==> src/hdl/acsr_pkg.sv <==
// Purpose: Constants, types and helpers for the converter configuration and status registers.
// Assumes: 24-bit registers addressed by a 5-bit word address from the serial engine.
// Notes: Unimplemented bits are masked on write and read back as zero.
// Summary of operation
// - Any write to the delay register resets and restarts every active channel.
// - Bits 23-12 give channel 2 delay behind channel 1 in modulator periods.
// - Bits 11-0 give channel 0 delay behind channel 1 in modulator periods.
// - Amplifier codes 000-101 give gain 1 to 32; 110 and 111 act as gain 1.
// - Read increment: 11 whole map, 10 types, 01 groups, 00 fixed address.
// - Write increment 1 loops over writable registers; 0 keeps one address.
// - Idle data-ready pin floats when idle bit is 0, drives high when 1.
// - Merge bit gives one pulse timed by the last channel, else one per cycle in which any channel is ready.
// - Checksum format 0 is 16-bit; 1 is checksum then sixteen zeros.
// - Width code: 11 sign-extend 32, 10 zero-pad 32, 01 24-bit, 00 rounded 16.
// - Serial checksum enable appends a 16-bit checksum; host clocks the extra bits.
// - With map interrupt enabled, a map checksum error holds the ready pin low.
// - The held-low alert clears only when the lock key is written with the password.
// - With map interrupt disabled the checksum stays readable but never alerts.
// - Ready flags read 0 when ready, return to 1 only after a status read.
// - Offset correction enable adds no group delay.
// - Gain correction enable delays ready pulses by 24 modulator periods; sample words are not delayed.
// - Idle_tone_noise_level code 11 max, 10 medium, 01 minimum, 00 off.
// - Bias code 11 twice, 10 nominal, 01 two thirds, 00 half current.
// - Prescaler 00 undivided, 01 by 2, 10 by 4, 11 by 8.
package acsr_pkg;

   localparam logic [4:0] ADDR_DELAY = 5'h0A;
   localparam logic [4:0] ADDR_AMP = 5'h0B;
   localparam logic [4:0] ADDR_STATUS = 5'h0C;
   localparam logic [4:0] ADDR_CONFIG_A = 5'h0D;
   localparam logic [4:0] ADDR_MAP_LAST = 5'h1F;
   localparam logic [4:0] ADDR_WR_FIRST = 5'h08;
   localparam logic [4:0] ADDR_DATA_LAST = 5'h02;

   localparam logic [23:0] RST_DELAY = 24'h000000;
   localparam logic [23:0] RST_AMP = 24'h000000;
   localparam logic [23:0] RST_STATUS = 24'hA90000;
   localparam logic [23:0] RST_CONFIG_A = 24'h386050;
   localparam logic [2:0] RST_FLAGS = 3'h7;

   localparam logic [23:0] MASK_DELAY = 24'hFFFFFF;
   localparam logic [23:0] MASK_AMP = 24'h0001FF;
   localparam logic [23:0] MASK_STATUS = 24'hFFC000;
   localparam logic [23:0] MASK_CONFIG_A = 24'hFFE0FF;

   localparam int GAIN_CAL_TICKS = 24;
   localparam logic [1:0] READ_MAP = 2'h3;
   localparam logic [1:0] READ_TYPE = 2'h2;
   localparam logic [1:0] READ_GROUP = 2'h1;

   typedef struct packed {
      logic [11:0] ch2_delay_field;
      logic [11:0] ch0_delay_field;
      logic [8:0] input_amp_code;
      logic [1:0] read_inc;
      logic write_inc;
      logic ready_idle_float;
      logic ready_pulse_merge;
      logic crc_word_32;
      logic [1:0] data_width;
      logic serial_checksum_enable;
      logic map_int_enable;
      logic offset_corr_enable;
      logic scale_corr_enable;
      logic [1:0] idle_tone_noise_level;
      logic [1:0] bias_current_select;
      logic [1:0] prescale;
      logic [2:0] oversampling_ratio;
      logic [7:0] reference_trim;
   } acsr_cfg_t;

   // Gain as a power of two; the reserved codes fall back to unity gain.
   function automatic logic [2:0] gain_log2(input logic [2:0] code);
      gain_log2 = (code > 3'h5) ? 3'h0 : code;
   endfunction : gain_log2

   // Lowest and highest address of the loop that holds addr for a read mode.
   function automatic logic [9:0] read_bounds(input logic [4:0] addr, input logic [1:0] mode);
      logic [4:0] lo;
      logic [4:0] hi;
      lo = 5'h00;
      hi = ADDR_MAP_LAST;
      if (mode == READ_TYPE) begin
         if (addr <= ADDR_DATA_LAST) begin
            hi = ADDR_DATA_LAST;
         end else begin
            lo = ADDR_WR_FIRST;
         end
      end else if (mode == READ_GROUP) begin
         if (addr <= 5'h01) begin
            hi = 5'h01;
         end else if (addr <= 5'h02) begin
            lo = 5'h02;
            hi = 5'h02;
         end else if (addr <= 5'h0B) begin
            lo = 5'h08;
            hi = 5'h0B;
         end else if (addr <= 5'h0E) begin
            lo = 5'h0C;
            hi = 5'h0E;
         end else if (addr <= 5'h10) begin
            lo = 5'h0F;
            hi = 5'h10;
         end else if (addr <= 5'h12) begin
            lo = 5'h11;
            hi = 5'h12;
         end else if (addr <= 5'h14) begin
            lo = 5'h13;
            hi = 5'h14;
         end else begin
            lo = ADDR_MAP_LAST;
         end
      end
      read_bounds = {lo, hi};
   endfunction : read_bounds

endpackage : acsr_pkg

==> src/hdl/acsr_prescaler.sv <==
// Purpose: Derives the analog master clock enable from the master clock.
// Assumes: The divide code is a quasi-static register field.
// Notes: A code change restarts the count so no short period is produced.
`timescale 1ns/10ps
module acsr_prescaler #(
   parameter int CNT_W = 3
) (
   // Clock and reset
   input wire logic sys_clk,
   input wire logic sys_rst,
   // Divide code and enable out
   input wire logic [1:0] prescale,
   output logic analog_master_clock_en
);
   initial begin
      if (CNT_W < 3) begin
         $error("acsr_prescaler: CNT_W must be at least 3");
      end
   end

   logic [CNT_W-1:0] cnt;
   logic [CNT_W-1:0] next_cnt;
   logic [1:0] last_pre;
   logic next_en;
   logic [CNT_W-1:0] top;

   always_comb begin
      top = CNT_W'((1 << prescale) - 1);
      next_en = 1'b0;
      next_cnt = cnt + 1'b1;
      if (prescale != last_pre || cnt >= top) begin
         next_cnt = '0;
         next_en = (prescale == last_pre);
      end
   end

   always_ff @(posedge sys_clk or posedge sys_rst) begin
      if (sys_rst) begin
         cnt <= '0;
         last_pre <= 2'h0;
         analog_master_clock_en <= 1'b0;
      end else begin
         cnt <= next_cnt;
         last_pre <= prescale;
         analog_master_clock_en <= next_en;
      end
   end

   property p_undivided;
      @(posedge sys_clk) disable iff (sys_rst)
      (prescale == 2'h0 && last_pre == 2'h0) |=> analog_master_clock_en;
   endproperty
   a_undivided: assert property (p_undivided) else $error("undivided enable missing");

endmodule : acsr_prescaler

==> src/hdl/acsr_regs.sv <==
// Purpose: Delay, amplifier, status and configuration registers with ready-pin control.
// Assumes: Ready events from the converters arrive on a modulator tick cycle.
// Notes: Addresses outside this bank read zero here; the serial engine muxes them.
`timescale 1ns/10ps
module acsr_regs #(
   parameter int GAIN_DELAY = acsr_pkg::GAIN_CAL_TICKS
) (
   // Clock and reset
   input wire logic sys_clk,
   input wire logic sys_rst,
   // Register access from the serial engine
   input wire logic acc_start,
   input wire logic [4:0] acc_start_addr,
   input wire logic acc_write,
   input wire logic acc_read,
   input wire logic [23:0] acc_wdata,
   output logic [23:0] acc_rdata,
   output logic acc_rvalid,
   output logic [4:0] acc_addr,
   // Converter side
   input wire logic mod_tick,
   input wire logic [2:0] ch_active,
   input wire logic [2:0] ch_ready_raw,
   input wire logic [23:0] sample_in,
   output logic [31:0] sample_word,
   output logic [2:0] adc_restart,
   output logic [8:0] amp_gain_log2,
   output logic analog_master_clock_en,
   // Map checksum alert
   input wire logic map_crc_error,
   input wire logic lock_password_written,
   // Ready pin and configuration
   output logic data_ready_n_pin_out,
   output logic data_ready_n_pin_oe_n,
   output acsr_pkg::acsr_cfg_t cfg
);
   initial begin
      if (GAIN_DELAY < 1 || GAIN_DELAY > 64) begin
         $error("acsr_regs: GAIN_DELAY must lie in 1..64");
      end
   end

   logic [23:0] delay_reg, amp_reg, stat_reg, cfga_reg;
   logic [23:0] next_delay, next_amp, next_stat, next_cfga;
   logic [2:0] flags, next_flags;
   logic [4:0] next_addr;
   logic [23:0] next_rdata;
   logic next_rvalid;
   logic [2:0] next_restart;
   logic [8:0] next_gain;
   logic [31:0] next_word;
   logic [2:0] dline [GAIN_DELAY];
   logic [2:0] ev, seen, next_seen;
   logic crc_alert, next_alert, dr_pulse, next_pulse, fire;
   logic next_pin_out, next_pin_oe_n;
   logic [9:0] bnd;

   // Output formatting of one converter result.
   function automatic logic [31:0] fmt_word(input logic [23:0] s, input logic [1:0] mode);
      logic [15:0] r;
      r = (s[23:8] == 16'h7FFF) ? s[23:8] : s[23:8] + {15'h0000, s[7]};
      case (mode)
         2'h3: fmt_word = {{8{s[23]}}, s};
         2'h2: fmt_word = {s, 8'h00};
         2'h1: fmt_word = {8'h00, s};
         default: fmt_word = {16'h0000, r};
      endcase
   endfunction : fmt_word

   assign cfg.ch2_delay_field = delay_reg[23:12];
   assign cfg.ch0_delay_field = delay_reg[11:0];
   assign cfg.input_amp_code = amp_reg[8:0];
   assign cfg.read_inc = stat_reg[23:22];
   assign cfg.write_inc = stat_reg[21];
   assign cfg.ready_idle_float = stat_reg[20];
   assign cfg.ready_pulse_merge = stat_reg[19];
   assign cfg.crc_word_32 = stat_reg[18];
   assign cfg.data_width = stat_reg[17:16];
   assign cfg.serial_checksum_enable = stat_reg[15];
   assign cfg.map_int_enable = stat_reg[14];
   assign cfg.offset_corr_enable = cfga_reg[23];
   assign cfg.scale_corr_enable = cfga_reg[22];
   assign cfg.idle_tone_noise_level = cfga_reg[21:20];
   assign cfg.bias_current_select = cfga_reg[19:18];
   assign cfg.prescale = cfga_reg[17:16];
   assign cfg.oversampling_ratio = cfga_reg[15:13];
   assign cfg.reference_trim = cfga_reg[7:0];

   acsr_prescaler u_prescaler (
      .sys_clk(sys_clk),
      .sys_rst(sys_rst),
      .prescale(cfga_reg[17:16]),
      .analog_master_clock_en(analog_master_clock_en)
   );

   // Register file, address counter and read port.
   always_comb begin
      next_delay = delay_reg;
      next_amp = amp_reg;
      next_stat = stat_reg;
      next_cfga = cfga_reg;
      next_restart = 3'h0;
      next_rvalid = acc_read;
      next_rdata = 24'h000000;
      next_addr = acc_addr;
      bnd = acsr_pkg::read_bounds(acc_addr, stat_reg[23:22]);
      if (acc_start) begin
         next_addr = acc_start_addr;
      end else if (acc_write) begin
         case (acc_addr)
            acsr_pkg::ADDR_DELAY: begin
               next_delay = acc_wdata & acsr_pkg::MASK_DELAY;
               next_restart = ch_active;
            end
            acsr_pkg::ADDR_AMP: next_amp = acc_wdata & acsr_pkg::MASK_AMP;
            acsr_pkg::ADDR_STATUS: next_stat = acc_wdata & acsr_pkg::MASK_STATUS;
            acsr_pkg::ADDR_CONFIG_A: next_cfga = acc_wdata & acsr_pkg::MASK_CONFIG_A;
            default: next_restart = 3'h0;
         endcase
         if (stat_reg[21]) begin
            next_addr = (acc_addr >= acsr_pkg::ADDR_MAP_LAST || acc_addr < acsr_pkg::ADDR_WR_FIRST)
               ? acsr_pkg::ADDR_WR_FIRST : acc_addr + 5'h01;
         end
      end else if (acc_read) begin
         case (acc_addr)
            acsr_pkg::ADDR_DELAY: next_rdata = delay_reg;
            acsr_pkg::ADDR_AMP: next_rdata = amp_reg;
            acsr_pkg::ADDR_STATUS: next_rdata = stat_reg | {21'h000000, flags};
            acsr_pkg::ADDR_CONFIG_A: next_rdata = cfga_reg;
            default: next_rdata = 24'h000000;
         endcase
         if (stat_reg[23:22] != 2'h0) begin
            next_addr = (acc_addr >= bnd[4:0]) ? bnd[9:5] : acc_addr + 5'h01;
         end
      end
   end

   always_ff @(posedge sys_clk or posedge sys_rst) begin
      if (sys_rst) begin
         delay_reg <= acsr_pkg::RST_DELAY;
         amp_reg <= acsr_pkg::RST_AMP;
         stat_reg <= acsr_pkg::RST_STATUS;
         cfga_reg <= acsr_pkg::RST_CONFIG_A;
         acc_addr <= 5'h00;
         acc_rdata <= 24'h000000;
         acc_rvalid <= 1'b0;
         adc_restart <= 3'h0;
      end else begin
         delay_reg <= next_delay;
         amp_reg <= next_amp;
         stat_reg <= next_stat;
         cfga_reg <= next_cfga;
         acc_addr <= next_addr;
         acc_rdata <= next_rdata;
         acc_rvalid <= next_rvalid;
         adc_restart <= next_restart;
      end
   end

   // Decoded gains and formatted result.
   always_comb begin
      next_gain = {acsr_pkg::gain_log2(amp_reg[8:6]), acsr_pkg::gain_log2(amp_reg[5:3]),
                   acsr_pkg::gain_log2(amp_reg[2:0])};
      next_word = fmt_word(sample_in, stat_reg[17:16]);
   end

   always_ff @(posedge sys_clk or posedge sys_rst) begin
      if (sys_rst) begin
         amp_gain_log2 <= 9'h000;
         sample_word <= 32'h00000000;
      end else begin
         amp_gain_log2 <= next_gain;
         sample_word <= next_word;
      end
   end

   // Gain correction delay line, advanced once per modulator period.
   // Only events taken while correction is on enter it, so enabling correction never
   // reports again a result that already went straight to the pin.
   always_ff @(posedge sys_clk or posedge sys_rst) begin
      if (sys_rst) begin
         for (int i = 0; i < GAIN_DELAY; i++) begin
            dline[i] <= 3'h0;
         end
      end else if (mod_tick) begin
         dline[0] <= ch_ready_raw & {3{cfga_reg[22]}};
         for (int i = 1; i < GAIN_DELAY; i++) begin
            dline[i] <= dline[i-1];
         end
      end
   end

   // Ready events, flags, merge, alert and pin.
   always_comb begin
      ev = cfga_reg[22] ? (dline[GAIN_DELAY-1] & {3{mod_tick}}) : ch_ready_raw;
      next_seen = seen | ev;
      fire = 1'b0;
      if (stat_reg[19]) begin
         if (ch_active != 3'h0 && (next_seen & ch_active) == ch_active) begin
            fire = 1'b1;
            next_seen = 3'h0;
         end
      end else begin
         fire = (ev != 3'h0);
         next_seen = 3'h0;
      end
      next_flags = flags;
      if (acc_read && !acc_start && acc_addr == acsr_pkg::ADDR_STATUS) begin
         next_flags = 3'h7;
      end
      // A new result in the same cycle as the status read keeps its ready indication.
      next_flags = next_flags & ~ev;
      next_pulse = fire ? 1'b1 : (mod_tick ? 1'b0 : dr_pulse);
      next_alert = crc_alert;
      if (map_crc_error && stat_reg[14]) begin
         next_alert = 1'b1;
      end else if (lock_password_written) begin
         next_alert = 1'b0;
      end
      if (next_alert || next_pulse) begin
         next_pin_out = 1'b0;
         next_pin_oe_n = 1'b0;
      end else begin
         next_pin_out = 1'b1;
         next_pin_oe_n = !stat_reg[20];
      end
   end

   always_ff @(posedge sys_clk or posedge sys_rst) begin
      if (sys_rst) begin
         flags <= acsr_pkg::RST_FLAGS;
         seen <= 3'h0;
         dr_pulse <= 1'b0;
         crc_alert <= 1'b0;
         data_ready_n_pin_out <= 1'b1;
         data_ready_n_pin_oe_n <= 1'b1;
      end else begin
         flags <= next_flags;
         seen <= next_seen;
         dr_pulse <= next_pulse;
         crc_alert <= next_alert;
         data_ready_n_pin_out <= next_pin_out;
         data_ready_n_pin_oe_n <= next_pin_oe_n;
      end
   end

   property p_restart;
      @(posedge sys_clk) disable iff (sys_rst)
      (acc_write && !acc_start && acc_addr == acsr_pkg::ADDR_DELAY) |=>
         adc_restart == $past(ch_active);
   endproperty
   a_restart: assert property (p_restart) else $error("restart not issued");

   property p_alert_hold;
      @(posedge sys_clk) disable iff (sys_rst)
      (crc_alert && !lock_password_written) |=>
         crc_alert ##0 (!data_ready_n_pin_out && !data_ready_n_pin_oe_n);
   endproperty
   a_alert_hold: assert property (p_alert_hold) else $error("alert not held low");

   property p_alert_clear;
      @(posedge sys_clk) disable iff (sys_rst)
      (lock_password_written && !(map_crc_error && stat_reg[14])) |=> !crc_alert;
   endproperty
   a_alert_clear: assert property (p_alert_clear) else $error("alert not cleared");

   property p_no_alert;
      @(posedge sys_clk) disable iff (sys_rst)
      (!stat_reg[14] && !crc_alert) |=> !crc_alert;
   endproperty
   a_no_alert: assert property (p_no_alert) else $error("alert while disabled");

   property p_flag_read;
      @(posedge sys_clk) disable iff (sys_rst)
      (acc_read && !acc_start && acc_addr == acsr_pkg::ADDR_STATUS && ev == 3'h0) |=>
         flags == 3'h7;
   endproperty
   a_flag_read: assert property (p_flag_read) else $error("flags not restored");

   property p_gain;
      @(posedge sys_clk) disable iff (sys_rst)
      $stable(amp_reg) |-> amp_gain_log2[2:0] == ((amp_reg[2:0] > 3'h5) ? 3'h0 : amp_reg[2:0]);
   endproperty
   a_gain: assert property (p_gain) else $error("gain decode wrong");

   property p_write_fixed;
      @(posedge sys_clk) disable iff (sys_rst)
      (acc_write && !acc_start && !stat_reg[21]) |=> $stable(acc_addr);
   endproperty
   a_write_fixed: assert property (p_write_fixed) else $error("write address moved");

   property p_amp_zero;
      @(posedge sys_clk) disable iff (sys_rst)
      (acc_read && !acc_start && acc_addr == acsr_pkg::ADDR_AMP) |=>
         acc_rvalid && acc_rdata[23:9] == 15'h0000;
   endproperty
   a_amp_zero: assert property (p_amp_zero) else $error("unimplemented bits set");

endmodule : acsr_regs

==> config.mk <==
export PLATFORM = sky130hd
export DESIGN_NAME = acsr_regs
export DESIGN_NICKNAME = d
export VERILOG_FILES = /design/src/hdl/acsr_pkg.sv /design/src/hdl/acsr_prescaler.sv /design/src/hdl/acsr_regs.sv
export SDC_FILE = /design/constraint.sdc
export NUM_CORES = 1
export LEC_CHECK = 0
export ABC_AREA = 1
export BUFFER_PORTS_ARGS = -buffer_cell sky130_fd_sc_hd__buf_4
export CORE_MARGIN = 1.5
export CORE_UTILIZATION = 39
export DETAILED_ROUTE_END_ITERATION = 8
export PLACE_DENSITY = 0.61
export SLEW_MARGIN = 20
export SYNTH_ARGS = -nofsm -noshare
export SYNTH_HDL_FRONTEND = slang
export SYNTH_SLANG_ARGS = --single-unit
==> constraint.sdc <==
create_clock -name sys_clk -period 9 [get_ports sys_clk]
set_input_delay 1.8 -clock sys_clk [delete_from_list [all_inputs] [get_ports sys_clk]]
set_output_delay 1.8 -clock sys_clk [all_outputs]
set_load 0.02 [all_outputs]
# After elaboration in Yosys (flattened, before gate mapping)
# Index checks and enable logic that the tools add are counted.
[totals] regBits=224 in_bits=67 output_inout_bits=139
[classes] n_addsub=4 n_lt_le_gt_ge=14 eq_ne=14 shifts=1 n_mux=53 bitwise_logic=8 n_reduce_logical=19
[ops] operator="$mux 5" n=21
[ops] operator="$pmux 24 s4" n=1
[ops] operator="$pmux 32 s3" n=1
[ops] operator="$mux 24" n=3
[ops] operator="$mux 3" n=11
[ops] operator="$mux 4" n=6
[ops] operator="$or 24x3->24" n=1
[ops] operator="$eq 5x4->1 const B" n=4
[ops] operator="$add 16x1->16" n=1
[ops] operator="$eq 16x15->1 const B" n=1
[ops] operator="$mux 16" n=1
[ops] operator="$le 5x5->1 const B" n=3
[ops] operator="$reduce_and 3->1" n=5
[ops] operator="$and 3x3->3" n=4
[ops] operator="$reduce_bool 3->1" n=4
[ops] operator="$le 5x4->1 const B" n=2
[ops] operator="$gt 3x3->1 const B" n=3
[ops] operator="$mux 1" n=9
[ops] operator="$eq 2x2->1 const B" n=3
[ops] operator="$add 5x1->5 const B" n=1
[ops] operator="$ge 5x5->1" n=1
[ops] operator="$ge 5x5->1 const B" n=1
[ops] operator="$le 5x1->1 const B" n=1
[ops] operator="$le 5x2->1 const B" n=1
[ops] operator="17 further kinds" n=24

# Logic depth before layout (Yosys ltp)
# Gate-level depths: netlist of run 1.
[depth] ltp_word=16 depth_mapped=18

# Modules after synthesis
# A second synthesis of run 1 with hierarchy kept.
[unflattened] hier_cells=1054 area_unflattened_um2=9584.2
[modules_own_cells] module="acsr_regs" instances=1 cells_each=1014 area_per_inst_um2=9243.9 seq_area_each_um2=5475.3
[modules_own_cells] module="acsr_prescaler" instances=1 cells_each=40 area_per_inst_um2=340.3 seq_area_each_um2=150.1

# Worst setup path after synthesis of run 1
# OpenSTA, ideal clock, no wires.
[synth_timing] kind="in2reg" startpoint="input port sample_in[7]" endpoint="register sample_word[12]" setup_time_ns=0.141 arrival_time_ns=2.863 setup_slack_ns=5.996 stages=8 path_cell_list="ha_1 -> ha_1 -> inv_1 -> nor2_1 -> nand3_1 -> xor2_1 -> o21ai_0 -> o221ai_1"
[synth_between] elab_chain_cells=3
[synth_rtl] element="start, declared" line_no="acsr_regs.sv:24" text="input wire logic [23:0] sample_in,"
[synth_rtl] element="$add 16x1->16" line_no="acsr_regs.sv:61" text="r = (s[23:8] == 16'h7FFF) ? s[23:8] : s[23:8] + {15'h0000, s[7]};"
[synth_rtl] element="$mux 16" line_no="acsr_regs.sv:61"
[synth_rtl] element="$pmux 32 s3" line_no="acsr_regs.sv:62" text="case (mode)"
[synth_rtl] element="net next_word[12]" line_no="acsr_regs.sv:51" text="logic [31:0] next_word;"
[synth_rtl] element="end signal, assigned" line_no="acsr_regs.sv:173" text="sample_word <= next_word;"
[synth_rtl] element="end, declared" line_no="acsr_regs.sv:25" text="output logic [31:0] sample_word,"
# The timed path passes the listed nets, and every way through them passes these cells.
# A chain may end at the register's enable or synchronous reset.

# Worst setup path in the final report of run 1
[layout_timing] startpoint="register acc_addr[2]" endpoint="output port acc_addr[2]"
[layout_lines] element="start, declared" line_no="acsr_regs.sv:19" text="output logic [4:0] acc_addr,"
[layout_lines] element="start signal, assigned" line_no="acsr_regs.sv:153" text="acc_addr <= next_addr;"
# No word-level cell between the ends.

==> results of run 1 <==
-- synth_stat cells, types with 8 or more instances --
master      n
a21oi_1    17
a221oi_1    9
buf_2       8
clkbuf_1   27
dfrtp_1   208
dfstp_2    16
ha_1       16
inv_1     137
nand2_1   262
nand3_1    33
nand4_1    12
nor2_1     68
nor3_1     10
o21ai_0   150
o21ai_1    14
o22ai_1    13
xor2_1     12
-- area by class of cell --
class                   instances  share of cell area
inverters                     144              0.0449
clock inverters                 7             0.00615
multi-input cells             665               0.271
flip-flops and latches        224               0.461
repair buffers                208               0.128
clock buffers                  36              0.0561
well taps                     324              0.0332
-- final timing paths --
check | start | to | slack, ps
max | acc_addr[2]$_DFFE_PP0P_ | acc_addr[2] | 5670
min | u_prescaler.cnt[0]$_DFF_PP0_ | u_prescaler.cnt[0]$_DFF_PP0_ | 460
max reg2reg | acc_addr[0]$_DFFE_PP0P_ | acc_addr[1]$_DFFE_PP0P_ | 5690
min reg2reg | u_prescaler.cnt[0]$_DFF_PP0_ | u_prescaler.cnt[0]$_DFF_PP0_ | 460
max in group asynchronous | sys_rst | delay_reg[9]$_DFFE_PP0P_ | 6330
min in group asynchronous | sys_rst | sample_word[1]$_DFF_PP0_ | 1420
-- cell families after synthesis --
| family | Yosys count |
|---|---|
| and+or+nand+nor | 402 |
| AOI/OAI and AO/OA | 228 |
| DFF | 224 |
| buffers and inverters | 187 |
| adders and majority gates | 16 |
| xor gates and xnor gates | 15 |
| muxes | 4 |
-- power groups by stage --
| stage | logic, uW | clock network, uW | registers (uW) |
|---|---|---|---|
| 3_5_place_dp | 1460 | 0 | 1610 |
| 3_3_place_gp | 1440 | 0 | 1610 |
| 6_report | 1450 | 948 | 1600 |
| 2_1_floorplan | 614 | 0 | 1810 |
| 5_1_grt | 1600 | 1010 | 1640 |
| 4_1_cts | 1470 | 969 | 1600 |
-- per-layer routing --
metal / routed length (um) / vias up / share of wire
li1: - / 3848 / -
met1: 10800 / 3702 / 0.44
met2: 11700 / 256 / 0.47
met3: 1700 / 41 / 0.069
met4: 533 / 0 / 0.022
met5: 0 / - / 0
-- through the flow --
step           cell area, sq um  cells  power, uW  setup WS [ps]
6_report                  12200   1608       4000           5670
5_1_grt                   12200   1608       4250           5300
2_1_floorplan              9680   1076       2430           1090
3_3_place_gp              11400   1565       3050           5230
4_1_cts                   12200   1608       4030           5660
3_5_place_dp              11400   1565       3070           5240
==> flow_summary.ini, run 1 <==
[yosys]
synth.avg_cell_area_sq_um = 9.00
synth_top_family_by_area = simple AND/OR/NAND/NOR gates
syn_nets = 1159
synthXorXnorAreaFrac = 0.0136
synth_fa_ha_area_frac = 0.0207
syn_inst = 1076
synth.distinct_cells = 44
yosys.area.top_type = dfrtp_1
synth_compound_area_frac = 0.130
synth-edff-count = 0
syn-cell-area_sq_um = 9680
synth_top_area_share = 0.538
yosysWarnings = 0
synth_area_leaders = dfrtp_1 (54%), nand2_1 (10%), o21ai_0 (7.8%)
synthMuxAreaShare = 0.00465
synth-seq-cells = 224
async_flop_share = 1.00
yosys.area_share.simple = 0.173
ys.flop_type = dfrtp_1
synth-seq-area-share = 0.581

[setup_path]
crit_buf_inv = 1
cp_slowest_stage_delay_ps = 760
reg2reg_depth = 17
cp-end-kind = primary output
critPathTopFamily = flip-flops
critPathArrivalTime_ps = 1530
cp.required_ps = 7200
critPathLaunchType = flop
path_cells = buf_4
path_max_fanout = 16
critical_path_depth = 1
slowest_stage = dfrtp_1
crit_type = flop to primary output

[pwr]
switching_share = 0.387
switchingPower_uw = 1550
leakagePower_uw = 0.00604
intPower_uw = 2450
p_clk_frac = 0.237
power.density_nw_per_um2 = 327
seqPwrFrac = 0.400
pwr-share-comb = 0.363
ir_drop_uv = 144

[timing]
finalHoldViolCount = 0
fin_hold_ws_ps = 459
fmax_mhz = 300
relSlewSlack = 0.316
drv_slew = 0
fin_crit_sh = 0.371
rsz0062_at_grt = no
skew_ps = 13.2
setup_viol = 0
finalCriticalPeriod_ps = 3330
tightest_slew_ps = 1030
tns_ps = 0

[placed_design]
place_congestion = 0.887
dp_hpwl_um = 17200
portBuffers = 205

[final_layout]
fill_cells = 2316
layout.cells.most_common = nand2_1
final_cell_mix = nand2_1 (261), dfrtp_1 (208), buf_4 (207)
fin_nets = 1350
drive_above_1_share = 0.219
multiInputGateArea_sq_um = 3310
largest-register = dline
area_growth_pct = 26.2
seq_area_sq_um = 5630
fin_util = 0.502
largest_reg_flops = 72
largest_registers = dline (72), sample_word (32)
antenna_cells = 0

[grt]
grt.met3_usage = 0.0413
grt.total_usage = 0.191
grt_max_degree = 142
antenna_found_initial = 0
use_met1 = 0.251
busiest_layer = met2
grt_pass1_vias = 7561
grt_pass1_wl_um = 39800
grtUsageMet2 = 0.320
grt_overflow_total = 0

[cts]
clk-insertion-delay-late_ps = 520
cts_buffers = 24
clock-sinks = 224
clk_pin_slew_ps = 60
h-tree-depth = 1
cts_hold_buffers = 0
ctsLongestPathBuffers = 3
cts_tree = built
cts_root_buf = clkbuf_16
post_cts_resized = 0
cts_setup_buffers = 0

[drt]
wl_um = 24700
drtPass1Iterations = 5
vias_per_cell = 4.88
drtIter0Drc = 453
drc = 0
drt.antenna.violating_nets = 0
wl_per_cell_um = 15.4
vias = 7847

[floorplanning]
rows = 57
dieArea_sq_um = 25800
core_sq_um = 24300
die_h_um = 161
num_io_pins = 206
die_w_um = 161
start_util = 0.398

[outcome]
status = completed

[worst_hold_path]
hold_class = flop to flop
hold_path_depth = 1

[job]
maxCapViolations = 0
(Power assumes the default switching activity.)
==> inputs of run 2 (changes only) <==
Settings changed: ABC_AREA 1 to 0, PLACE_DENSITY 0.61 to 0.64.
Clock period 9 ns to 2.9 ns, I/O delays scaled along.
==> flow_summary.ini, run 2 <==
[outcome]
status = completed

[final_layout]
largest_registers = dline (72), sample_word (32)
area_growth_pct = 29.4
antenna_cells = 0
fin_nets = 1091
layout.cells.most_common = buf_4
stdcell_count = 1349
drive_above_1_share = 0.430
final_cell_mix = buf_4 (232), dfrtp_1 (207), mux2_2 (130)
largest-register = dline
largest_reg_flops = 72

[placed_design]
place_inst = 1306
portBuffers = 205
place_congestion = 0.864
dpl_worst_slack_ps = 127
dp_hpwl_um = 17300

[drt]
highest_layer = met4
routed-wl-met3_um = 1830
drc = 0
drtIter0Drc = 300
wl_um = 24100
drtPass1Iterations = 4
wl_per_cell_um = 17.8
vias = 6901
vias_per_cell = 5.12
drt.antenna.violating_nets = 0
wl_met2_um = 11300
wl_met1_um = 10300

[yosys]
yosys.area.top_type = dfrtp_1
synth_top_area_share = 0.534
synth-seq-cells = 224
synth.distinct_cells = 65
synth.cells.most_frequent = dfrtp_1 (208), mux2_2 (130), nand2_1 (55), nor2_1 (33), a22oi_1 (32)
synth_compound_area_frac = 0.108
post-synth-top-count-cell = dfrtp_1
synth.avg_cell_area_sq_um = 12.3
synthXorXnorAreaFrac = 0.0126
yosysWarnings = 0
synth-seq-area-share = 0.577
syn-cell-area_sq_um = 9740
syn_inst = 789
synth-edff-count = 0
synth_fa_ha_area_frac = 0.0205
syn_nets = 872
synth_top_family_by_area = multiplexers
yosys.area_share.simple = 0.0993
synthMuxAreaShare = 0.152
async_flop_share = 1.00
ys.flop_type = dfrtp_1
synth_area_leaders = dfrtp_1 (53%), mux2_2 (15%), dfstp_2 (4.3%)

[timing]
drv_slew = 0
fmax_mhz = 375
layout_setup_ws_ps = 231
fin_crit_sh = 0.920
relSlewSlack = 0.565
setup_viol = 0
skew_ps = 15.7
rsz0062_at_grt = no
tightest_slew_ps = 652
finalHoldViolCount = 0
finalCriticalPeriod_ps = 2670

[setup_path]
critPathLaunchType = flop
path_max_fanout = 10
slowest_stage = dfrtp_2
critPathArrivalTime_ps = 3060
crit_type = flop to flop
crit_start = acc_addr[0]$_DFFE_PP0P_
crit_buf_inv = 2
critPathTopFamily = simple AND/OR/NAND/NOR gates
cp.required_ps = 3290
cp_slowest_stage_delay_ps = 490
worstReg2RegStart = acc_addr[0]$_DFFE_PP0P_
cp-end-kind = flop
path_cells = inv_1 > ha_1 > nand2b_1 > nand2_1 > or2_2 > nand2_1 > ha_1 > a21oi_1 > o21ai_1 > buf_4 > a21o_1 > a211oi_1 > nor2_1

[floorplanning]
die_w_um = 161
num_io_pins = 206
dieArea_sq_um = 25900
rows = 57
start_util = 0.399
core_sq_um = 24400
die_h_um = 161

[cts]
ctsLongestPathBuffers = 3
cts_root_buf = clkbuf_16
cts_setup_buffers = 0
cts_buffers = 24
clk-insertion-delay-late_ps = 510
cts_tree = built
clock-sinks = 224
clk_pin_slew_ps = 60
cts_hold_buffers = 0
h-tree-depth = 1
post_cts_resized = 0

[pwr]
power.density_nw_per_um2 = 1000
ir_drop_uv = 512
leakagePower_uw = 0.00613

[grt]
antenna_found_initial = 0
grt_pass1_vias = 6915
grt.total_usage = 0.185
grt_max_degree = 80
grt_pass1_wl_um = 38200
grt_overflow_total = 0

[worst_hold_path]
hold_class = primary input to asynchronous set/reset pin

[job]
maxCapViolations = 0
## run 2: changes by cell type in the layout (fill, tap and decap cells not counted), sizes merged, moves of 10 or more
cell    before  now
a21oi       17   32
a22oi        4   32
and2         0   12
and3         0   12
buf        208  237
inv        143   21
mux2         4  130
nand2      264   55
nand2b       1   11
nand3       36   12
nor2        70   33
nor2b        0   12
o21ai      165   29
## run 2: path summary, 6_finish.rpt
path | endpoint | slack, ps | cells past startpoint
min | cfga_reg[5]$_DFFE_PP0P_ | 130 | 2
max in group asynchronous | stat_reg[16]$_DFFE_PP1P_ | 1960 | 3
max reg2reg | acc_addr[4]$_DFFE_PP0P_ | 230 | 13
min in group sys_clk | acc_rvalid$_DFF_PP0_ | 240 | 1
min reg2reg | u_prescaler.cnt[0]$_DFF_PP0_ | 470 | 1
max | acc_addr[4]$_DFFE_PP0P_ | 230 | 13
## run 2: kinds of logic after synthesis
logic type	after synthesis
xor gates and xnor gates	14
muxes	132
DFF	224
adders and majority gates	16
AOI/OAI and AO/OA	151
buffers and inverters	66
and+or+nand+nor	186
## run 2: area by class of cell
type | instances | area, sq um
fillers | 2174 | 11800
flip-flops and latches | 224 | 5630
clock inverters | 9 | 148
repair buffers | 237 | 1840
multi-input cells | 499 | 3830
clock buffers | 34 | 669
inverters | 22 | 86.3
well taps | 324 | 405
## run 2: routing by layer
layer,vias up,track usage
met4,0,0.0547
met3,41,0.0490
met5,-,0
met1,3404,0.241
li1,3254,-
met2,202,0.304
## run 2: where the power goes
part           switching [uW]  total, uW  internal (uW)
Combinational            2490       4620           2120
Sequential                709       4820           4110
Clock                    1210       3170           1960
## run 2: per-stage QoR
| stage | hold WS, ps | utilization | cell area [sq um] | power, uW | setup TNS, ps |
|---|---|---|---|---|---|
| 2_1_floorplan | 431 | - | 9750 | 7490 | -122920 |
| 3_3_place_gp | 454 | 0.483 | 11800 | 9460 | 0 |
| 3_5_place_dp | 453 | 0.483 | 11800 | 9500 | 0 |
| 4_1_cts | 140 | 0.517 | 12600 | 12700 | 0 |
| 5_1_grt | 164 | 0.517 | 12600 | 13300 | 0 |
| 6_report | 131 | 0.517 | 12600 | 12600 | 0 |
==> inputs of run 3 (changes only) <==
Settings changed: SYNTH_HIERARCHICAL set to 1.
==> flow_summary.ini, run 3 <==
[setup_path]
cp_slowest_stage_delay_ps = 470
path_max_fanout = 8
slowest_stage = dfrtp_2
path_cells = ha_2 > nor2b_2 > nor2_1 > a21oi_2 > o22ai_1 > a21boi_1 > ha_1 > nor2b_1 > o21ai_2 > a31oi_2 > nor4_2 > buf_4 > o211a_1 > a211o_1
critPathLaunchType = flop
cp.required_ps = 3310
cp-end-kind = flop
critPathTopFamily = compound AO/OA/AOI/OAI gates
crit_buf_inv = 1
crit_type = flop to flop
reg2reg_setup_slack_ps = 160
critPathArrivalTime_ps = 3150

[floorplanning]
die_h_um = 161
num_io_pins = 206
dieArea_sq_um = 25900
core_sq_um = 24400
start_util = 0.400
die_w_um = 161
rows = 57

[yosys]
synth.distinct_cells = 70
yosys.area.top_type = dfrtp_1
post-synth-top-count-cell = dfrtp_1
syn-cell-area_sq_um = 9740
synth-seq-area-share = 0.577
syn_inst = 782
synth_area_leaders = dfrtp_1 (53%), mux2_2 (15%), dfstp_2 (4.3%)
ys.flop_type = dfrtp_1
synth.avg_cell_area_sq_um = 12.5
syn_nets = 865
yosysWarnings = 6
async_flop_share = 1.00
synth.cells.most_frequent = dfrtp_1 (208), mux2_2 (131), nand2_1 (47), o21ai_0 (45), nor2_1 (28)
synth_top_area_share = 0.534
synth-seq-cells = 224
synth-edff-count = 0

[cts]
ctsLongestPathBuffers = 3
cts_hold_buffers = 0
clk-insertion-delay-late_ps = 520
cts_buffers = 24
cts_tree = built
h-tree-depth = 1
cts_root_buf = clkbuf_16
clock-sinks = 224
clk_pin_slew_ps = 60

[timing]
tightest_slew_ps = 867
drv_slew = 0
finalHoldViolCount = 0
relSlewSlack = 0.421
fmax_mhz = 364
setup_viol = 0
rsz0062_at_grt = yes
skew_ps = 24.7
finalCriticalPeriod_ps = 2740
fin_crit_sh = 0.946

[grt]
grt_overflow_total = 0
antenna_found_initial = 0
grt_pass1_vias = 7007
grt.total_usage = 0.182
grt_max_degree = 54
grt_pass1_wl_um = 38000

[placed_design]
placedInstanceArea_sq_um = 11800
portBuffers = 205
dp_hpwl_um = 17200
place_congestion = 0.874

[final_layout]
layout.cells.most_common = buf_4
finalInstanceArea_sq_um = 12800
seq_area_sq_um = 5630
final_cell_mix = buf_4 (242), dfrtp_1 (204), mux2_2 (131)
area_growth_pct = 31.1
largest_reg_flops = 72
drive_above_1_share = 0.478
largest-register = dline
fill_cells = 2180
multiInputGateArea_sq_um = 3890
largest_registers = dline (72), sample_word (32)
fin_nets = 1093
antenna_cells = 0

[outcome]
status = completed

[drt]
drtPass1Iterations = 5
wl_um = 23700
vias = 6983
wl_per_cell_um = 17.6
vias_per_cell = 5.17
drt.antenna.violating_nets = 0
drc = 0
drtIter0Drc = 395

[pwr]
power.density_nw_per_um2 = 1000
leakagePower_uw = 0.00620
ir_drop_uv = 708
finalPower_uw = 12800

[worst_hold_path]
hold_class = primary input to asynchronous set/reset pin

[job]
maxCapViolations = 0
==> run 3: path summary, 6_finish.rpt <==
path	start	endpoint	cells past startpoint
setup / recovery	acc_addr[1]$_DFFE_PP0P_	acc_addr[4]$_DFFE_PP0P_	14
hold / removal	sys_rst	u_prescaler/cnt[0]$_DFF_PP0_	2
setup reg to reg	acc_addr[1]$_DFFE_PP0P_	acc_addr[4]$_DFFE_PP0P_	14
hold reg to reg	seen[1]$_DFF_PP0_	seen[1]$_DFF_PP0_	1
max in group asynchronous	sys_rst	amp_gain_log2[3]$_DFF_PP0_	4
min in group sys_clk	acc_read	acc_rvalid$_DFF_PP0_	1
==> run 3: power breakdown <==
part | switching, uW | internal (uW) | total (uW)
clock network | 1180 | 2010 | 3190
logic | 2550 | 2210 | 4770
registers | 779 | 4100 | 4880
==> run 3: cell type report <==
class	instances	share of cell area
Clock inverter	6	0.00823
Sequential cell	224	0.441
Inverter	21	0.00646
Tap cell	324	0.0317
Timing Repair Buffer	248	0.151
Clock buffer	36	0.0577
Multi-Input combinational cell	491	0.304
==> run 3: cell families (layout without fill, tap and decap cells) <==
family / count (synthesis) / after routing / share of synthesized area
flops: 224 / 224 / 0.577
simple gates: 193 / 193 / 0.108
compound gates: 137 / 137 / 0.0977
mux: 131 / 131 / 0.151
buf+inv: 67 / 311 / 0.0325
fa+ha+maj: 16 / 16 / 0.0205
xor+xnor: 14 / 14 / 0.0126
==> run 3: worst register-to-register path, cell delays in order, from the launching register on <==
cell      delay, ps
dfrtp_2         470
ha_2            200
nor2b_2         180
nor2_1           80
a21oi_2         130
o22ai_1          90
a21boi_1        130
ha_1            240
nor2b_1         140
o21ai_2          80
a31oi_2         230
nor4_2           80
buf_4           150
o211a_1         220
a211o_1         210
==> run 3: through the flow <==
step	util	setup TNS (ps)	std cells	hold slack, ps	worst slack, ps
2_1_floorplan	-	-102490	782	371	-507
3_3_place_gp	0.486	-58.2	1307	474	-46.5
3_5_place_dp	0.486	0	1307	481	14.4
4_1_cts	0.520	0	1349	3.04	0.891
5_1_grt	0.524	-67.3	1350	20.0	-31.3
6_report	0.524	0	1350	3.05	155
==> run 3: repair_timing <==
action | CTS | global route
endpoints found under the setup margin | 2 | 5
pin swaps | 1 | 6
resized for setup | 1 | 26
gates cloned | 0 | 0
setup buffers | 0 | 1
==> run 3: routing by layer <==
layer	global-route usage	vias to the layer above	wire, um
met5	0	-	0
met4	0.0497	0	528
met3	0.0311	35	1450
met2	0.299	217	11300
met1	0.251	3487	10500
li1	-	3244	-
